## src/hdl/ifd_pkg.sv

```systemverilog
// package: instruction field layout, opcodes and timing for the format decoder
package ifd_pkg;
	localparam int IFD_WORD_W = 14;
	localparam int IFD_DATA_W = 8;
	localparam int IFD_ADDR_W = 7;
	// byte-oriented layout
	localparam int IFD_BYTE_OP_LSB = 8;
	localparam int IFD_DEST_POS = 7;
	localparam int IFD_FILE_LSB = 0;
	// bit-oriented layout
	localparam int IFD_BIT_OP_LSB = 10;
	localparam int IFD_BITNUM_LSB = 7;
	// literal layout
	localparam int IFD_LIT_OP_LSB = 8;
	localparam int IFD_LIT_LSB = 0;
	// call and jump layout
	localparam int IFD_JMP_OP_LSB = 11;
	localparam int IFD_TGT_LSB = 0;
	// opcodes of the executed operations
	localparam logic [5:0] IFD_OPC_NIBBLE_EXCHANGE = 6'h0e;
	localparam logic [5:0] IFD_OPC_XOR_ACC_FILE = 6'h06;
	// literal xor: upper bits 1010, bits 9:8 free
	localparam logic [3:0] IFD_OPC_XOR_ACC_LITERAL = 4'ha;
	// reset values
	localparam logic [7:0] IFD_ACC_RST = 8'h00;
	localparam logic IFD_ZERO_RST = 1'b0;
	// one instruction cycle is four oscillator periods
	localparam int IFD_OSC_PER_CYCLE = 4;
	localparam logic [1:0] IFD_PHASE_LAST = 2'(IFD_OSC_PER_CYCLE - 1);

	typedef struct packed {
		logic [5:0] byte_opcode;
		logic dest_file;
		logic [6:0] file_addr;
		logic [3:0] bit_opcode;
		logic [2:0] bit_num;
		logic [5:0] lit_opcode;
		logic [7:0] literal;
		logic [2:0] jmp_opcode;
		logic [10:0] target;
	} ifd_fields_t;

	typedef struct packed {
		logic valid;
		logic [6:0] addr;
		logic [7:0] data;
	} ifd_file_wr_t;
endpackage

```

## src/hdl/ifd_field_split.sv

```systemverilog
// module: splits an instruction word into all format fields
`timescale 1ns/100ps
module ifd_field_split
	import ifd_pkg::*;
(
	// instruction word
	input wire logic [13:0] word,
	// decoded fields
	output ifd_fields_t fields
);
	always_comb begin
		fields = '0;
		fields.byte_opcode = word[13:IFD_BYTE_OP_LSB];
		fields.dest_file = word[IFD_DEST_POS];
		fields.file_addr = word[IFD_FILE_LSB +: IFD_ADDR_W];
		fields.bit_opcode = word[13:IFD_BIT_OP_LSB];
		fields.bit_num = word[IFD_BITNUM_LSB +: 3];
		fields.lit_opcode = word[13:IFD_LIT_OP_LSB];
		fields.literal = word[IFD_LIT_LSB +: IFD_DATA_W];
		fields.jmp_opcode = word[13:IFD_JMP_OP_LSB];
		fields.target = word[IFD_TGT_LSB +: 11];
	end
endmodule

```

## src/hdl/ifd_decode_exec.sv

```systemverilog
// module: instruction format decoder executing nibble exchange and xor operations
`timescale 1ns/100ps
module ifd_decode_exec
	import ifd_pkg::*;
(
	// clock and reset
	input wire logic mclk,
	input wire logic resetn,
	// program memory fetch
	input wire logic [13:0] instr_word,
	input wire logic instr_valid,
	output logic instr_ready,
	// file register read port
	output logic [6:0] file_rd_addr,
	input wire logic [7:0] file_rd_data,
	// file register write port
	output ifd_file_wr_t file_wr,
	// decoded fields
	output ifd_fields_t fields_q,
	// core state
	output logic [7:0] acc_q,
	output logic zero_flag_q,
	output logic done_q
);
	////////////////////////////////////////////////////////////////////////
	// reset asserts at once and is released through two flops
	logic rst_meta_q;
	logic rst_sync_q;
	always_ff @(posedge mclk or negedge resetn) begin
		if (!resetn) begin
			rst_meta_q <= 1'b0;
			rst_sync_q <= 1'b0;
		end else begin
			rst_meta_q <= 1'b1;
			rst_sync_q <= rst_meta_q;
		end
	end

	////////////////////////////////////////////////////////////////////////
	ifd_fields_t fields_d;
	ifd_field_split u_split (
		.word(instr_word),
		.fields(fields_d)
	);

	typedef enum logic [1:0] {
		IFD_IDLE,
		IFD_RUN
	} ifd_state_t;
	ifd_state_t state_q;
	logic [1:0] phase_q;
	logic [13:0] word_q;

	// a word is taken only between cycles
	assign instr_ready = (state_q == IFD_IDLE) && rst_sync_q;

	always_ff @(posedge mclk or negedge rst_sync_q) begin
		if (!rst_sync_q) begin
			state_q <= IFD_IDLE;
		end else begin
			case (state_q)
				IFD_IDLE: begin
					if (instr_valid) begin
						state_q <= IFD_RUN;
					end
				end
				IFD_RUN: begin
					if (phase_q == IFD_PHASE_LAST - 2'h1) begin
						state_q <= IFD_IDLE;
					end
				end
				default: begin
					state_q <= IFD_IDLE;
				end
			endcase
		end
	end

	// phase counts the periods of one instruction cycle
	always_ff @(posedge mclk or negedge rst_sync_q) begin
		if (!rst_sync_q) begin
			phase_q <= 2'h0;
		end else if (instr_ready && instr_valid) begin
			phase_q <= 2'h0;
		end else if (state_q == IFD_RUN) begin
			phase_q <= phase_q + 2'h1;
		end
	end

	// the taken word and its fields stand until the next word is taken
	always_ff @(posedge mclk or negedge rst_sync_q) begin
		if (!rst_sync_q) begin
			word_q <= 14'h0000;
			fields_q <= '0;
		end else if (instr_ready && instr_valid) begin
			word_q <= instr_word;
			fields_q <= fields_d;
		end
	end

	////////////////////////////////////////////////////////////////////////
	typedef enum logic [1:0] {
		IFD_OP_NONE,
		IFD_OP_NIBBLE_EXCHANGE,
		IFD_OP_XOR_ACC_FILE,
		IFD_OP_XOR_ACC_LITERAL
	} ifd_op_t;
	ifd_op_t op_kind;
	logic [7:0] swapped;
	logic [7:0] result;
	logic result_zero;
	logic writes_zero;
	logic exec_now;
	logic acc_we;
	logic file_we;

	// operation decode of the held word; any other word changes no state
	always_comb begin
		op_kind = IFD_OP_NONE;
		if (word_q[13:IFD_BYTE_OP_LSB] == IFD_OPC_NIBBLE_EXCHANGE) begin
			op_kind = IFD_OP_NIBBLE_EXCHANGE;
		end else if (word_q[13:IFD_BYTE_OP_LSB] == IFD_OPC_XOR_ACC_FILE) begin
			op_kind = IFD_OP_XOR_ACC_FILE;
		end else if (word_q[13:IFD_LIT_OP_LSB + 2] == IFD_OPC_XOR_ACC_LITERAL) begin
			op_kind = IFD_OP_XOR_ACC_LITERAL;
		end
	end

	// each result bit takes the matching bit of the other nibble
	for (genvar b = 0; b < IFD_DATA_W; b++) begin : g_swap
		assign swapped[b] = file_rd_data[(b + IFD_DATA_W / 2) % IFD_DATA_W];
	end

	always_comb begin
		result = 8'h00;
		writes_zero = 1'b0;
		case (op_kind)
			IFD_OP_NIBBLE_EXCHANGE: begin
				result = swapped;
			end
			IFD_OP_XOR_ACC_FILE: begin
				result = acc_q ^ file_rd_data;
				writes_zero = 1'b1;
			end
			IFD_OP_XOR_ACC_LITERAL: begin
				result = acc_q ^ fields_q.literal;
				writes_zero = 1'b1;
			end
			default: begin
				result = 8'h00;
				writes_zero = 1'b0;
			end
		endcase
	end

	assign result_zero = (result == 8'h00);

	// destination select steers the byte operations, literal xor always hits the accumulator
	always_comb begin
		acc_we = 1'b0;
		file_we = 1'b0;
		case (op_kind)
			IFD_OP_NIBBLE_EXCHANGE, IFD_OP_XOR_ACC_FILE: begin
				acc_we = !fields_q.dest_file;
				file_we = fields_q.dest_file;
			end
			IFD_OP_XOR_ACC_LITERAL: begin
				acc_we = 1'b1;
			end
			default: begin
				acc_we = 1'b0;
				file_we = 1'b0;
			end
		endcase
	end

	// results commit at the end of phase 2, the third phase of the four-period cycle
	assign exec_now = (state_q == IFD_RUN) && (phase_q == IFD_PHASE_LAST - 2'h1);
	assign file_rd_addr = fields_q.file_addr;

	////////////////////////////////////////////////////////////////////////
	always_ff @(posedge mclk or negedge rst_sync_q) begin
		if (!rst_sync_q) begin
			acc_q <= IFD_ACC_RST;
		end else if (exec_now && acc_we) begin
			acc_q <= result;
		end
	end

	// nibble exchange never writes the flag
	always_ff @(posedge mclk or negedge rst_sync_q) begin
		if (!rst_sync_q) begin
			zero_flag_q <= IFD_ZERO_RST;
		end else if (exec_now && writes_zero) begin
			zero_flag_q <= result_zero;
		end
	end

	always_ff @(posedge mclk or negedge rst_sync_q) begin
		if (!rst_sync_q) begin
			file_wr <= '0;
		end else begin
			file_wr.valid <= exec_now && file_we;
			file_wr.addr <= fields_q.file_addr;
			file_wr.data <= result;
		end
	end

	always_ff @(posedge mclk or negedge rst_sync_q) begin
		if (!rst_sync_q) begin
			done_q <= 1'b0;
		end else begin
			done_q <= exec_now;
		end
	end
endmodule

```

## config.mk

```make
export PLATFORM = sky130hd
export DESIGN_NAME = ifd_decode_exec
export DESIGN_NICKNAME = d
export VERILOG_FILES = /design/src/hdl/ifd_pkg.sv /design/src/hdl/ifd_field_split.sv /design/src/hdl/ifd_decode_exec.sv
export SDC_FILE = /design/constraint.sdc
export NUM_CORES = 1
export LEC_CHECK = 0
export CORE_MARGIN = 4
export CORE_UTILIZATION = 35
export CTS_BUF_LIST = sky130_fd_sc_hd__clkbuf_8
export DETAILED_ROUTE_END_ITERATION = 7
export DONT_BUFFER_PORTS = 1
export MAX_ROUTING_LAYER = met4
export SYNTH_ARGS = -nofsm -noshare
export SYNTH_HDL_FRONTEND = slang
export SYNTH_HIERARCHICAL = 1
export SYNTH_SLANG_ARGS = --single-unit
```

## constraint.sdc

```tcl
create_clock -name mclk -period 6.9 [get_ports mclk]
set_input_delay 1.035 -clock mclk [delete_from_list [all_inputs] [get_ports mclk]]
set_output_delay 1.035 -clock mclk [all_outputs]
set_load 0.1 [all_outputs]
```

==> results of run 1 <==
-- metal layers --
metal,track usage (%),vias up
li1,-,815
met3,5.508,15
met4,6.010,0
met5,-,-
met1,14.55,939
met2,18.09,78
-- cell type report --
type | instances | area (µm²) | area share [%]
Inverter | 2 | 7.507 | 0.1964
Sequential cell | 86 | 2165 | 56.63
Clock buffer | 10 | 137.6 | 3.601
Tap cell | 140 | 175.2 | 4.583
Timing Repair Buffer | 3 | 22.52 | 0.5892
Clock inverter | 6 | 68.82 | 1.800
Multi-Input combinational cell | 131 | 1246 | 32.60
-- state kept, by name (all words and copies together) (netlist names) --
register / flops
file_rd_addr: 7
zero_flag_q: 1
fields_q: 42
acc_q: 8
rst_sync_q: 1
state_q: 1
rst_meta_q: 1
done_q: 1
phase_q: 2
file_wr: 16
word_q: 6
-- cell usage in the layout, fill, tap and decap left out, types with 3 or more instances in the layout --
cell type and count:
nor2_1 3, dfrtp_1 78, xnor2_1 7, a22o_1 6, clkbuf_8 10, and2_1 3, xor2_1 8, dfrtp_2 7
buf_4 3, nand2_1 7, mux2_2 63, mux2i_1 10
-- metrics by stage --
stage / hold slack, ns / utilization, % / instance area (µm²)
after floorplan: 0.3312 / - / 3880
after global placement: 0.1951 / 33.36 / 3616
after detailed placement: 0.1974 / 33.36 / 3616
after CTS: 0.1979 / 35.26 / 3822
after global routing: 0.2014 / 35.26 / 3822
final: 0.1913 / 35.26 / 3822
-- worst paths after layout --
path	end	slack, ns	cells after the start
setup / recovery	instr_ready	3.95	1
hold / removal	fields_q[43]	0.19	0
setup reg to reg	fields_q[0]	4.06	4
hold reg to reg	fields_q[43]	0.19	0
max in group asynchronous	file_rd_addr[2]	5.51	1
min in group mclk	rst_sync_q	0.36	0
-- kinds of logic after synthesis --
family / count (synthesis) / synth area share, %
flops: 86 / 55.47
mux: 74 / 21.25
buf+inv: 69 / 12.54
simple gates: 24 / 3.483
compound gates: 16 / 3.450
xor+xnor: 15 / 3.386
fa+ha+maj: 1 / 0.3224
other cells: 1 / 0.09665
==> impl_metrics.json, run 1 <==
{
  "outcome": "completed",
  "overflow": 0,
  "rsz0062_at_grt": "false",
  "first_iter_violations": 98,
  "ys_top_cells_by_area": "dfrtp_1 (55%), mux2_2 (18%), buf_4 (11%)",
  "fin_crit_sh_pct": 42.78,
  "ys_top_cells_by_count": "dfrtp_1 (86), mux2_2 (63), buf_4 (57)",
  "synthFlopType": "dfrtp_1",
  "highest_layer": "met4",
  "clock.fmax_ghz": 0.3388,
  "postCtsHoldBufs": 0,
  "dp_hpwl_um": 5215,
  "start_kind": "flip-flop",
  "critical_path_arrival_ns": 1.92,
  "die_area_mm2": 0.01283,
  "crit_type": "flip-flop to output pin",
  "routed_wl_um": 7306,
  "hold_viol": 0,
  "yosysWarnings": 6,
  "cp_max_fo": 18,
  "synth_fp_nets": 312,
  "finalWorstSetupSlack_ns": 3.948,
  "via_per_inst": 4.886,
  "relSlewSlack_pct": 23.11,
  "cts_tree": "built",
  "reg2reg_from": "rst_sync_q",
  "grt_pass1_vias": 1995,
  "synth_top_area_share_pct": 55.47,
  "fp-row-count": 38,
  "die_y_um": 113.3,
  "dp_slack_ns": 4.031,
  "async_flop_share_pct": 100.0,
  "end_kind": "output pin",
  "synth_top_cell_by_area": "dfrtp_1",
  "clk_transition_reported_paths_ns": 0.09,
  "antenna_found_initial": 0,
  "cp_top_family": "simple AND/OR/NAND/NOR gates",
  "postCtsResizedCells": 0,
  "cts-root-buf": "clkbuf_8",
  "drive_gt1_share_pct": 39.92,
  "diodes": 0,
  "grt_pass1_wl_um": 11650,
  "finalClockSkew_ns": 0.01049,
  "fin_setup_tns_ns": 0,
  "detail_route.wl_per_cell_um": 19.33,
  "cp_num_buf_inv": 0,
  "hold_class": "flip-flop to async pin",
  "vias": 1847,
  "cts_buffers": 9,
  "port_buffers": 0,
  "nets": 259,
  "yosysMostFrequentCell": "dfrtp_1",
  "postCtsSetupRepairBufs": 0,
  "grt_max_degree": 69,
  "wl_met3_um": 777,
  "yosysUniqueCellTypes": 33,
  "syn2layout_area_growth_pct": -1.483,
  "dpl.cell_count": 362,
  "cts_buffer_depth": 2,
  "cp-startpoint": "rst_sync_q",
  "instances_no_fill": 378,
  "h-tree-depth": 3,
  "period_needed_ns": 2.952,
  "slew_viol_final": 0,
  "initial_core_util_pct": 35.79,
  "clock_latency_ns": 0.36,
  "place_congestion": 0.8132,
  "syn_area_per_cell_um2": 13.57,
  "required_ns": 5.86,
  "synthesis.area_mm2": 0.003880,
  "drtAntennaViolNets": 0,
  "yosysSeqAreaShare_pct": 55.47,
  "postSynthCellCount": 286,
  "wl_met2_um": 3405,
  "fillCellCount": 1045,
  "synth_edf_count": 0,
  "cts_sinks": 86,
  "die_w_um": 113.3,
  "first_pass_iters": 4,
  "setup_viol": 0,
  "cap_violations": 0,
  "core-area_mm2": 0.01084,
  "boundaryPins": 108,
  "grt_use_total_pct": 12.38,
  "slowest_stage": "nor2b_2",
  "wl_met1_um": 2957,
  "ys_ff_latch": 86,
  "drc": 0,
  "worstPathCellList": "nor2b_2",
  "worstMarginPinSlew_ns": 1.148,
  "slowest_delay_ns": 0.97
}
Power of run 1 is left out: the tool's default activity adds up to more than one toggle a clock period on the data nets, which glitch-free logic cannot reach.
==> run 2: changes to the inputs <==
Clock period 6.9 ns to 2.9 ns, I/O delays scaled along.
==> run 2 against run 1 <==
Against the previous run:
- non-clock buffer count rose by 19
- sequential cell count did not move
- hold slack improved by 0.00099 ns
- count of clock-buffer cells in the layout fell by 1
- sequential share of layout area fell by 2.1 points
- wire length barely moved
- first-iteration DRC count rose by 6.1%
- cell count rose by 5.0%
==> impl_metrics.json, run 2 (same netlist as run 1, synthesis figures left out) <==
{
  "first_pass_iters": 4,
  "top_usage_layer": "met2",
  "detail_route.wl_per_cell_um": 18.41,
  "rsz0062_at_grt": "false",
  "regMostFlops": "fields_q",
  "routed_wl_um": 7308,
  "cts-root-buf": "clkbuf_8",
  "clk_transition_reported_paths_ns": 0.08,
  "first_iter_violations": 104,
  "r2r_setup_slack_ns": 0.70,
  "grt_max_degree": 71,
  "end_kind": "flip-flop",
  "hold_ws_ns": 0.1923,
  "via_per_inst": 4.753,
  "crit_type": "flip-flop to flip-flop",
  "relSlewSlack_pct": 35.28,
  "grt_use_total_pct": 12.73,
  "final_common_cell": "dfrtp_1",
  "grt_use_met1_pct": 15.24,
  "layout_common_cells": "dfrtp_1 (78), mux2_2 (63), buf_4 (20)",
  "fin_crit_sh_pct": 75.93,
  "place_congestion": 0.8383,
  "vias": 1887,
  "cts_sinks": 86,
  "overflow": 0,
  "slowest_stage": "nand4bb_1",
  "cap_violations": 0,
  "cp_num_cells": 5,
  "cts_tree": "built",
  "port_buffers": 0,
  "die_y_um": 113.3,
  "worstPathCellList": "nand4bb_1, mux2i_1, mux2_4, a221o_1, o31ai_2",
  "initial_core_util_pct": 35.79,
  "fp-row-count": 38,
  "finalClockSkew_ns": 0.01003,
  "cp_max_fo": 8,
  "die_area_mm2": 0.01283,
  "hold_viol": 0,
  "setup_viol": 0,
  "drc": 0,
  "start_kind": "flip-flop",
  "cts_buffers": 9,
  "period_needed_ns": 2.202,
  "drive_gt1_share_pct": 43.19,
  "reg2reg_depth": 5,
  "core-area_mm2": 0.01084,
  "outcome": "completed",
  "grt_pass1_vias": 2076,
  "required_ns": 3.17,
  "grt_pass1_wl_um": 11840,
  "die_w_um": 113.3,
  "dp_slack_ns": 0.7130,
  "fin_setup_tns_ns": 0,
  "use_met2_pct": 18.13,
  "h-tree-depth": 3,
  "clock_latency_ns": 0.37,
  "hold_class": "flip-flop to async pin",
  "finalWorstSetupSlack_ns": 0.6979,
  "syn2layout_area_growth_pct": 2.290,
  "crit_end": "zero_flag_q",
  "clock.fmax_ghz": 0.4541,
  "diodes": 0,
  "boundaryPins": 108,
  "antenna_found_initial": 0,
  "slowest_delay_ns": 0.47,
  "use_met3_pct": 5.615,
  "largest_reg_flops": 42,
  "cp-startpoint": "word_q[12]",
  "biggestRegsByFlops": "fields_q x42, file_wr x16, acc_q x8",
  "cts_buffer_depth": 2,
  "critical_path_arrival_ns": 2.47,
  "slew_viol_final": 0,
  "r2r-end": "zero_flag_q",
  "reg2reg_from": "word_q[12]",
  "worstMarginPinSlew_ns": 0.9708,
  "nets": 278,
  "cp_top_family": "multiplexers",
  "dp_hpwl_um": 5203,
  "drtAntennaViolNets": 0,
  "postCtsSetupRepairBufs": 0,
  "cp_num_buf_inv": 0
}
[run 2: stage by stage]
stage	util (%)	std cells	instance area, µm²
after floorplan	-	286	3891
after global routing	36.61	397	3969
after detailed placement	34.76	380	3769
final	36.61	397	3969
after global placement	34.76	380	3769
after CTS	36.61	397	3969
[run 2: repair_timing]
action	CTS	global route
resized for setup	0	0
hold buffers	1	0
endpoints found under the hold margin	2	0
[run 2: cell type report]
| type | count | area [µm²] |
|---|---|---|
| Tap cell | 140 | 175.2 |
| Multi-Input combinational cell | 131 | 1251 |
| Inverter | 2 | 7.507 |
| Clock inverter | 7 | 66.31 |
| Clock buffer | 9 | 123.9 |
| Fill cell | 1040 | 6872 |
| Sequential cell | 86 | 2165 |
| Timing Repair Buffer | 22 | 180.2 |
[run 2: how the worst min path moves through the flow]
stage                  start           end  slack (ns)  cells after the start
3_3_place_gp          resetn    rst_meta_q        0.14                      0
5_1_grt        instr_word[0]   fields_q[0]        0.17                      1
4_1_cts        instr_word[2]  fields_q[16]        0.17                      1
2_1_floorplan         resetn    rst_meta_q        0.14                      0
3_5_place_dp          resetn    rst_meta_q        0.14                      0
6_report          rst_sync_q  fields_q[43]        0.19                      0
[run 2: metal layers]
layer	part of all wire [%]	routed length (µm)
met5	0	0
met4	2.4	176
met3	9.4	684
met2	46	3357
met1	42	3089
Power of run 2 is left out for the same reason.
